**src/inc/gpio_port_pkg.sv**
```systemverilog
// package for the four-port general-purpose i/o block
package gpio_port_pkg;
	localparam int unsigned ADDR_W = 8;
	localparam int unsigned DATA_W = 8;
	localparam logic [7:0] PORT_A_DATA_ADDR = 8'h12;
	localparam logic [7:0] PORT_A_DIRECTION_ADDR = 8'h13;
	localparam logic [7:0] PORT_B_DATA_ADDR = 8'h14;
	localparam logic [7:0] PORT_B_DIRECTION_ADDR = 8'h15;
	localparam logic [7:0] PORT_C_DATA_ADDR = 8'h16;
	localparam logic [7:0] PORT_C_DIRECTION_ADDR = 8'h17;
	localparam logic [7:0] PORT_F_DATA_ADDR = 8'h1c;
	localparam logic [7:0] PORT_F_DIRECTION_ADDR = 8'h1d;
	localparam int unsigned LINE_COUNT = 23;
	localparam int unsigned PORT_A_LSB = 0;
	localparam int unsigned PORT_B_LSB = 8;
	localparam int unsigned PORT_C_LSB = 16;
	localparam int unsigned PORT_F_LSB = 22;
	localparam logic [7:0] PORT_A_MASK = 8'hff;
	localparam logic [7:0] PORT_B_MASK = 8'hff;
	localparam logic [7:0] PORT_C_MASK = 8'h3f;
	localparam logic [7:0] PORT_F_MASK = 8'h01;
	localparam logic [7:0] DATA_RESET = 8'h00;
	localparam logic [7:0] DIRECTION_RESET = 8'hff;
	localparam int unsigned SYNC_STAGES = 3;
	localparam logic [2:0] SETTLE_CYCLES = 3'h5;

	typedef enum logic [1:0] {
		OP_NONE = 2'b00,
		OP_READ = 2'b01,
		OP_WRITE = 2'b10
	} bus_op_t;

	typedef struct packed {
		logic portAPullHigh;
		logic portBLowPullHigh;
		logic portBHighPullHigh;
		logic portCPullHigh;
		logic portFPullHigh;
		logic freqDividerSelect;
		logic [7:0] portAWakeEnable;
	} port_options_t;

	typedef struct packed {
		logic [LINE_COUNT-1:0] out;
		logic [LINE_COUNT-1:0] oe;
		logic [LINE_COUNT-1:0] pullHigh;
	} pad_drive_t;
endpackage : gpio_port_pkg

```
**src/core/pad_sync.sv**
```systemverilog
// three-stage pad synchroniser with agreement filter
`timescale 1ns/1ps
`default_nettype none
module pad_sync
	import gpio_port_pkg::*;
#(
	parameter int unsigned WIDTH = LINE_COUNT
) (
	// clock and reset
	input wire logic clk_sys,
	input wire logic rst_n,
	// pad levels in, filtered levels out
	input wire logic [WIDTH-1:0] padRaw,
	output logic [WIDTH-1:0] padStable
);
	logic [WIDTH-1:0] stage1_q;
	logic [WIDTH-1:0] stage2_q;
	logic [WIDTH-1:0] stage3_q;

	genvar i;
	generate
		for (i = 0; i < WIDTH; i++) begin : g_bit
			always_ff @(posedge clk_sys) begin
				if (!rst_n) begin
					stage1_q[i] <= 1'b0;
					stage2_q[i] <= 1'b0;
					stage3_q[i] <= 1'b0;
					padStable[i] <= 1'b0;
				end else begin
					stage1_q[i] <= padRaw[i];
					stage2_q[i] <= stage1_q[i];
					stage3_q[i] <= stage2_q[i];
					// change accepted once stages two and three agree
					if (stage2_q[i] == stage3_q[i]) begin
						padStable[i] <= stage3_q[i];
					end
				end
			end
		end
	endgenerate
endmodule : pad_sync
`default_nettype wire

```
**src/core/bidir_io_port_block.sv**
```systemverilog
// four bidirectional general-purpose ports with data-memory mapped registers
//
// Functional notes
// - 23 bidirectional lines in four ports
// - data latches at 12H 14H 16H 1CH
// - inputs unlatched, sampled at read time
// - output latch holds until next write
// - per-line direction bit, 1 is input
// - direction registers at 13H 15H 17H 1DH
// - read returns pad for inputs, latch otherwise
// - read-modify-write uses same source selection
// - bit operations read, modify, write back
// - pull-high connects automatically on inputs
// - after reset all lines are inputs
// - each port A line can wake device
// - missing port C and F bits read zero
// - divider output gated by port B bit zero
// - port B bit zero input unaffected by divider
// - shared external interrupt and timer count pins
// - pull-high options per port, port B halves
`timescale 1ns/1ps
`default_nettype none
module bidir_io_port_block
	import gpio_port_pkg::*;
(
	// clock and reset
	input wire logic clk_sys,
	input wire logic rst_n,
	// core data-memory access
	input wire logic [ADDR_W-1:0] memAddr,
	input wire logic memRead,
	input wire logic memWrite,
	input wire logic [DATA_W-1:0] memWrData,
	output logic [DATA_W-1:0] memRdData,
	output logic memRdHit,
	// option straps, divider source and halt status
	input wire port_options_t options,
	input wire logic freqDividerIn,
	input wire logic haltActive,
	// pads
	input wire logic [LINE_COUNT-1:0] padIn,
	output logic [LINE_COUNT-1:0] padOut,
	output logic [LINE_COUNT-1:0] padOe,
	output logic [LINE_COUNT-1:0] padPullHigh,
	// shared-pin functions
	output logic externalIrqIn_n,
	output logic timer0CountIn,
	output logic wakeRequest
);
	logic [7:0] portAData_q;
	logic [7:0] portBData_q;
	logic [7:0] portCData_q;
	logic [7:0] portFData_q;
	logic [7:0] portADir_q;
	logic [7:0] portBDir_q;
	logic [7:0] portCDir_q;
	logic [7:0] portFDir_q;
	logic [LINE_COUNT-1:0] padSync;
	logic [LINE_COUNT-1:0] latchAll;
	logic [LINE_COUNT-1:0] dirAll;
	logic [LINE_COUNT-1:0] readAll;
	logic [LINE_COUNT-1:0] pullOpt;
	logic [LINE_COUNT-1:0] outNext;
	logic [7:0] portAWakePrev_q;
	logic [7:0] rdData_d;
	logic rdHit_d;
	bus_op_t busOp;
	logic [7:0] portAWake;
	logic [7:0] wrSel;
	logic [2:0] settleCount_q;
	logic settled;

	// pad inputs cross into the system clock
	pad_sync #(
		.WIDTH(LINE_COUNT)
	) u_pad_sync (
		.clk_sys(clk_sys),
		.rst_n(rst_n),
		.padRaw(padIn),
		.padStable(padSync)
	);

	assign latchAll = {portFData_q[0], portCData_q[5:0], portBData_q, portAData_q};
	assign dirAll = {portFDir_q[0], portCDir_q[5:0], portBDir_q, portADir_q};

	// per-line read source: pad for inputs, latch for outputs
	genvar i;
	generate
		for (i = 0; i < LINE_COUNT; i++) begin : g_line
			assign readAll[i] = dirAll[i] ? padSync[i] : latchAll[i];
		end
	endgenerate

	assign busOp = memWrite ? OP_WRITE : (memRead ? OP_READ : OP_NONE);

	// one write strobe per register
	always_comb begin
		wrSel = 8'h00;
		if (busOp == OP_WRITE) begin
			case (memAddr)
				PORT_A_DATA_ADDR: begin
					wrSel[0] = 1'b1;
				end
				PORT_B_DATA_ADDR: begin
					wrSel[1] = 1'b1;
				end
				PORT_C_DATA_ADDR: begin
					wrSel[2] = 1'b1;
				end
				PORT_F_DATA_ADDR: begin
					wrSel[3] = 1'b1;
				end
				PORT_A_DIRECTION_ADDR: begin
					wrSel[4] = 1'b1;
				end
				PORT_B_DIRECTION_ADDR: begin
					wrSel[5] = 1'b1;
				end
				PORT_C_DIRECTION_ADDR: begin
					wrSel[6] = 1'b1;
				end
				PORT_F_DIRECTION_ADDR: begin
					wrSel[7] = 1'b1;
				end
				default: begin
				end
			endcase
		end
	end

	// shared-pin outputs stay idle until the synchroniser has flushed
	always_ff @(posedge clk_sys) begin
		if (!rst_n) begin
			settleCount_q <= 3'h0;
		end else if (settleCount_q != SETTLE_CYCLES) begin
			settleCount_q <= settleCount_q + 3'h1;
		end
	end

	assign settled = (settleCount_q == SETTLE_CYCLES);

	// data latches, written only by the core
	always_ff @(posedge clk_sys) begin
		if (!rst_n) begin
			portAData_q <= DATA_RESET;
			portBData_q <= DATA_RESET;
			portCData_q <= DATA_RESET;
			portFData_q <= DATA_RESET;
		end else begin
			// bit operations arrive here as full-port write-back
			if (wrSel[0]) begin
				portAData_q <= memWrData & PORT_A_MASK;
			end
			if (wrSel[1]) begin
				portBData_q <= memWrData & PORT_B_MASK;
			end
			if (wrSel[2]) begin
				portCData_q <= memWrData & PORT_C_MASK;
			end
			if (wrSel[3]) begin
				portFData_q <= memWrData & PORT_F_MASK;
			end
		end
	end

	// direction registers, all inputs after reset
	always_ff @(posedge clk_sys) begin
		if (!rst_n) begin
			portADir_q <= DIRECTION_RESET & PORT_A_MASK;
			portBDir_q <= DIRECTION_RESET & PORT_B_MASK;
			portCDir_q <= DIRECTION_RESET & PORT_C_MASK;
			portFDir_q <= DIRECTION_RESET & PORT_F_MASK;
		end else begin
			if (wrSel[4]) begin
				portADir_q <= memWrData & PORT_A_MASK;
			end
			if (wrSel[5]) begin
				portBDir_q <= memWrData & PORT_B_MASK;
			end
			if (wrSel[6]) begin
				portCDir_q <= memWrData & PORT_C_MASK;
			end
			if (wrSel[7]) begin
				portFDir_q <= memWrData & PORT_F_MASK;
			end
		end
	end

	// read mux
	always_comb begin
		rdData_d = 8'h00;
		rdHit_d = 1'b1;
		case (memAddr)
			PORT_A_DATA_ADDR: begin
				rdData_d = readAll[PORT_A_LSB +: 8];
			end
			PORT_B_DATA_ADDR: begin
				rdData_d = readAll[PORT_B_LSB +: 8];
			end
			PORT_C_DATA_ADDR: begin
				rdData_d = {2'b00, readAll[PORT_C_LSB +: 6]};
			end
			PORT_F_DATA_ADDR: begin
				rdData_d = {7'h00, readAll[PORT_F_LSB]};
			end
			PORT_A_DIRECTION_ADDR: begin
				rdData_d = portADir_q;
			end
			PORT_B_DIRECTION_ADDR: begin
				rdData_d = portBDir_q;
			end
			PORT_C_DIRECTION_ADDR: begin
				rdData_d = portCDir_q & PORT_C_MASK;
			end
			PORT_F_DIRECTION_ADDR: begin
				rdData_d = portFDir_q & PORT_F_MASK;
			end
			default: begin
				rdHit_d = 1'b0;
			end
		endcase
	end

	always_ff @(posedge clk_sys) begin
		if (!rst_n) begin
			memRdData <= 8'h00;
			memRdHit <= 1'b0;
		end else if (busOp == OP_READ) begin
			memRdData <= rdData_d;
			memRdHit <= rdHit_d;
		end else begin
			memRdData <= 8'h00;
			memRdHit <= 1'b0;
		end
	end

	// pull-high option map
	assign pullOpt = {options.portFPullHigh, {6{options.portCPullHigh}},
		{4{options.portBHighPullHigh}}, {4{options.portBLowPullHigh}},
		{8{options.portAPullHigh}}};

	// output value with divider on port B bit zero
	always_comb begin
		outNext = latchAll;
		if (options.freqDividerSelect) begin
			outNext[PORT_B_LSB] = portBData_q[0] & freqDividerIn;
		end
	end

	// pad drive, one slice per line
	generate
		for (i = 0; i < LINE_COUNT; i++) begin : g_drive
			always_ff @(posedge clk_sys) begin
				if (!rst_n) begin
					padOut[i] <= 1'b0;
					padOe[i] <= 1'b0;
					padPullHigh[i] <= 1'b0;
				end else begin
					padOut[i] <= outNext[i];
					padOe[i] <= ~dirAll[i];
					padPullHigh[i] <= pullOpt[i] & dirAll[i];
				end
			end
		end
	endgenerate

	// shared-pin functions
	always_ff @(posedge clk_sys) begin
		if (!rst_n) begin
			externalIrqIn_n <= 1'b1;
			timer0CountIn <= 1'b0;
		end else if (settled) begin
			externalIrqIn_n <= padSync[PORT_F_LSB];
			timer0CountIn <= padSync[PORT_C_LSB];
		end
	end

	// port A wake, one change detector per line
	generate
		for (i = 0; i < 8; i++) begin : g_wake
			assign portAWake[i] = (padSync[PORT_A_LSB + i] ^ portAWakePrev_q[i]) & options.portAWakeEnable[i]
				& portADir_q[i];
			always_ff @(posedge clk_sys) begin
				if (!rst_n) begin
					portAWakePrev_q[i] <= 1'b0;
				end else begin
					portAWakePrev_q[i] <= padSync[PORT_A_LSB + i];
				end
			end
		end
	endgenerate

	// wake only while halted
	always_ff @(posedge clk_sys) begin
		if (!rst_n) begin
			wakeRequest <= 1'b0;
		end else begin
			wakeRequest <= settled & haltActive & (|portAWake);
		end
	end
endmodule : bidir_io_port_block
`default_nettype wire

```
**config.mk**
```make
export PLATFORM = sky130hd
export DESIGN_NAME = bidir_io_port_block
export DESIGN_NICKNAME = d
export VERILOG_FILES = /design/src/inc/gpio_port_pkg.sv /design/src/core/pad_sync.sv /design/src/core/bidir_io_port_block.sv
export SDC_FILE = /design/constraint.sdc
export NUM_CORES = 1
export LEC_CHECK = 0
export ABC_CLOCK_PERIOD_IN_PS = 3020
export BUFFER_PORTS_ARGS = -buffer_cell sky130_fd_sc_hd__buf_2
export CELL_PAD_IN_SITES_DETAIL_PLACEMENT = 0
export CELL_PAD_IN_SITES_GLOBAL_PLACEMENT = 2
export CORE_MARGIN = 3
export CORE_UTILIZATION = 37
export CTS_CLUSTER_DIAMETER = 100
export DETAILED_ROUTE_END_ITERATION = 10
export GPL_ROUTABILITY_DRIVEN = 0
export GPL_TIMING_DRIVEN = 0
export PLACE_DENSITY_LB_ADDON = 0.15
export SLEW_MARGIN = 20
export SYNTH_ARGS = -nofsm -noshare
export SYNTH_HDL_FRONTEND = slang
export SYNTH_SLANG_ARGS = --single-unit
export TNS_END_PERCENT = 50
```
**constraint.sdc**
```tcl
create_clock -name clk_sys -period 3.02 [get_ports clk_sys]
set_input_delay 0.453 -clock clk_sys [delete_from_list [all_inputs] [get_ports clk_sys]]
set_output_delay 0.453 -clock clk_sys [all_outputs]
set_load 0.01 [all_outputs]
```
# Word-level counts from Yosys, hierarchy flattened
# Cells that the tools add are included.
word_totals:
  register_bits: 230
  input_bits: 59
  out_inout_bits: 81
  word_cells: 332
classes:
  addsub: 1
  eq_ne: 35
  n_mux: 37
  n_bitwise: 73
  reduce_logical: 3
op_table:
  columns: ["cell", "count"]
  rows:
  - ["$eq 8x5->1 const B", 8]
  - ["$pmux 8 s8", 1]
  - ["$and 1x1->1", 42]
  - ["$mux 1", 34]
  - ["$eq 1x1->1", 23]
  - ["$not 1->1", 23]
  - ["$reduce_or 8->1", 2]
  - ["$mux 8", 1]
  - ["$xor 1x1->1", 8]
  - ["$add 3x1->3 const B", 1]
  - ["$eq 3x3->1 const B", 1]
  - ["$ne 3x3->1 const B", 1]
  - ["$eq 2x1->1 const B", 1]
  - ["$eq 2x2->1 const B", 1]
  - ["$mux 2", 1]
  - ["$reduce_and 2->1", 1]

# Depth between registers and ports, before layout
logic_depth:
  word_depth: 5
  ltp_mapped: 7
  depth_no_buf: 5

# Hierarchy
# From an unflattened synthesis, not the netlist that was laid out.
unflattened:
  cells_unflattened: 703
  area_unflattened_um2: 7609.8
modules_own_cells:
  columns: ["mod", "instances", "cells_each", "area_each_um2", "seq_area_each_um2"]
  rows:
  - ["bidir_io_port_block", 1, 463, 4892.2, 2762.6]
  - ["pad_sync", 1, 240, 2717.6, 1841.8]

# Least setup slack after synthesis
# No wires, ideal clock.
synth_timing:
  kind: "input port to flip-flop"
  from: "in memAddr[5]"
  to: "reg portBDir_q[6]"
  setup_ps: 127
  t_arrival_ps: 1743
  required_ps: 2893
  slack_ps: 1150
  stages: 4
  path_buffers: 0
  cell_sequence: "or4b_4 > nor3_4 > mux2i_1 > nand2_1"
synth_via:
  elab_chain_len: 3
synth_lines:
  columns: ["element", "line", "source"]
  rows:
  - ["from (decl)", "bidir_io_port_block.sv:30", "input wire logic [ADDR_W-1:0] memAddr,"]
  - ["$eq 8x5->1", "bidir_io_port_block.sv:100", "case (memAddr)"]
  - ["$mux 1", "bidir_io_port_block.sv:100", null]
  - ["$mux 8", "bidir_io_port_block.sv:99", "if (busOp == OP_WRITE) begin"]
  - ["to (signal assigned)", "bidir_io_port_block.sv:170", "portBDir_q <= DIRECTION_RESET & PORT_B_MASK;"]
  - ["to (signal assigned)", "bidir_io_port_block.sv:178", "portBDir_q <= memWrData & PORT_B_MASK;"]
  - ["to (decl)", "bidir_io_port_block.sv:55", "logic [7:0] portBDir_q;"]
# Every way passes these cells.
# A chain may end at the register's enable or synchronous reset.

# Worst setup path after layout
layout_timing:
  from: "in memAddr[1]"
  to: "reg memRdData[4]"
layout_via:
  elab_chain_len: 2
  word_cells_on_any_way: 9
  classes_between: "8 x eq/ne; 1 x mux"
layout_lines:
  columns: ["element", "line", "source"]
  rows:
  - ["$eq 8x5->1", "bidir_io_port_block.sv:193", "case (memAddr)"]
  - ["$pmux 8 s8 (*)", "bidir_io_port_block.sv:193", null]
  - ["to (signal assigned)", "bidir_io_port_block.sv:229", "memRdData <= rdData_d;"]
  - ["to (decl)", "bidir_io_port_block.sv:34", "output logic [DATA_W-1:0] memRdData,"]
# Mark *: on every way between the ends. The rest lies on a longest branch, timed or not.

==> results.md <==
- Syn_area_per_cell: 10.63 µm²
- Slew @ Worst Pin: 0.8580 ns
- CP required: 3.42 ns
- CP startpoint: memAddr[1]
- Area Growth Syn to Fin: 24.22%
- Pwr dens: 684.0 nW/µm²
- Commonest non-fill, non-tap cell in the layout: dfxtp_1
- Post-cts sizing count: 0
- Final setup fails: 0
- Initial antenna violation count: 1
- Critical Path AT: 2.24 ns
- Hold Vio Cnt, Final: 0
- Final ANT Viol Nets: 0
- Layout cells sized above 1: 21.44%
- Routed vias/inst: 4.677
- CTS buffer count: 24
- Worst R2R Setup Slack: 1.58 ns
- Hold wc startpoint: options[8]
- CTS Root Cell: clkbuf_16
- FP Rows: 51
- Post-synthesis net count: 778
- Maximum vdd drop: 0.3556 mV
- CTS Sinks: 230
- Post-layout minimum cycle time: 1.838 ns
- Die W: 149.5 µm
- Global route overflow: 0
- CP max FO: 10
- Pins Over Slew Limit: 0
- Largest net degree at the start of global routing: 14
- Unique cell type count in the Yosys netlist: 47
- DRT Pass-1 Iters: 4
- Post-synthesis sequential area ratio: 60.44%
- Via count: 5411
- CTS tree: built
- Drt initial violations: 315
- Core footprint: 19850 µm²
- Clock-pin slew on the worst setup and hold paths: 0.06 ns
- Clock skew: 0.01510 ns
- Hold_buf cts: 0
- Unrepaired setup endpoints after global routing: false
- DR WL/cell: 17.48 µm
- Post-CTS setup buffer count: 0
- Total Nets Final: 942
- Max-slew headroom: 42.80%
- Die area: 22350 µm²
- Routed wire length: 20.23 mm
- Dpl hpwl: 15.11 mm
- # fillers: 1877
- #FFs+latches synth: 230
- Syn. warnings: 0
- Status: finished clean
- Clk buf depth: 3
- Final setup TNS: 0 ns
- DRC: 0
- Die height: 149.5 µm
- Leak Pwr: 0.004385 µW
- Final design utilization: 47.69%
- CP Class: in2reg
- I/O pins: 140
- Total track usage: 18.03%
- Max cap viols: 0
- Initial Utilization: 38.39%
- Vias in the first global route: 5482
- CP Capture Type: flip-flop
- Post-synthesis cell area: 7619 µm²
- Most frequent cells in the layout: dfxtp_1, buf_2, and2_1, nand2_1, mux2i_1
- Worst r2r src: portADir_q[6]
- HP Class: in2reg
- First-pass GRT wire length: 30.95 mm
- FF/Latch Area: 4604 µm²
- Area of the multi-input gates: 2770 µm²
- Worst skew pair latency: 0.51 ns
- Final period utilization: 60.86%
- Fmax: 544.1 MHz
- Input/output buffers: 138
- Worst setup SP type: input port
- H-tree levels: 1
- Mapped Cells: 717
[metrics by stage]
stage / hold WS, ns / total power [µW] / std cells / worst slack [ns] / area (µm²)
global route: 0.1238 / 6700 / 1156 / 1.081 / 9462
detailed placement: 0.4177 / 3449 / 1120 / 0.7167 / 8641
finish: 0.1227 / 6474 / 1157 / 1.182 / 9464
CTS: 0.1094 / 6557 / 1156 / 1.240 / 9462
global placement: 0.4152 / 3441 / 1120 / 0.6569 / 8641
floorplan: 0.4119 / 3325 / 717 / 1.150 / 7619
[cells by family after synthesis]
logic type | Yosys count | synth area share [%]
AND/OR/NAND/NOR | 259 | 19.61
adder cells (fa/ha/maj) | 2 | 0.3284
multiplexers | 55 | 7.226
flip-flops | 230 | 60.44
AO/OA/AOI/OAI | 101 | 8.162
buffers and inverters | 61 | 3.202
XOR/XNOR | 9 | 1.035
[metal layers]
layer | GRT usage [%] | vias to the layer above | wire length, µm
li1 | - | 2709 | -
met1 | 24.49 | 2498 | 9104
met2 | 29.68 | 163 | 9247
met3 | 3.059 | 41 | 1297
met4 | 5.309 | 0 | 575
met5 | 0 | - | 0
[power breakdown]
| part | internal, µW | switching (µW) | total, µW | leakage, µW |
|---|---|---|---|---|
| Sequential | 3100 | 23.0 | 3120 | 0.00187 |
| Combinational | 112 | 148 | 260 | 0.00211 |
| Clock | 1960 | 1140 | 3100 | 0.000403 |
[path summary, 6_finish.rpt]
kind,to,depth (start not counted)
min,padOut[8],2
max reg2reg,memRdData[6],4
max,memRdData[4],8
min reg2reg,u_pad_sync.stage2_q[20],1
[flip-flops by register name (all words and copies together), names as in the netlist, 23 cells and up]
signal                cells
padOe                    23
padOut                   23
u_pad_sync.padStable     23
u_pad_sync.stage1_q      23
padPullHigh              23
u_pad_sync.stage3_q      23
u_pad_sync.stage2_q      23
[final cells by class]
type                       instances  area share, %
tap                              265          3.503
inverter                          30          1.190
clock inverter                     7          1.692
clock buffer                      29          6.980
buffer                            31          1.388
antenna                            1        0.02644
timing repair buffer             138          7.298
sequential                       230          48.65
multi-input combinational        426          29.27
[critical path: stages]
cell and delay [ns]:
buf_2 0.11, buf_2 0.21, nor2b_1 0.15, clkbuf_1 0.40
o2111ai_2 0.42, inv_1 0.23, nand2_1 0.11, o32ai_1 0.17
[Yosys cell counts, drive strengths merged]
| library cell | n | area share, % |
|---|---|---|
| a21boi | 24 | 2.4 |
| a21oi | 16 | 1.1 |
| a22oi | 1 | 0.099 |
| a2bb2oi | 1 | 0.11 |
| a311oi | 1 | 0.11 |
| a31oi | 4 | 0.33 |
| a41oi | 1 | 0.11 |
| and2 | 79 | 6.5 |
| and3 | 26 | 2.1 |
| and3b | 1 | 0.11 |
| and4 | 1 | 0.11 |
| buf | 6 | 0.49 |
| clkbuf | 25 | 1.2 |
| dfxtp | 230 | 60 |
| ha | 2 | 0.33 |
| inv | 30 | 1.5 |
| mux2i | 55 | 7.2 |
| nand2 | 68 | 3.4 |
| nand2b | 7 | 0.57 |
| nand3 | 12 | 0.85 |
| nand3b | 2 | 0.20 |
| nand4 | 1 | 0.082 |
| nor2 | 10 | 0.59 |
| nor2b | 32 | 2.6 |
| nor3 | 6 | 0.69 |
| nor3b | 4 | 0.54 |
| nor4b | 1 | 0.11 |
| o2111ai | 2 | 0.31 |
| o211a | 2 | 0.26 |
| o211ai | 1 | 0.099 |
| o21ai | 43 | 2.8 |
| o22ai | 3 | 0.25 |
| o32ai | 2 | 0.23 |
| or2 | 1 | 0.082 |
| or3b | 7 | 0.80 |
| or4b | 1 | 0.18 |
| xor2 | 9 | 1.0 |
Note: power is estimated with default switching activity, not from simulation.
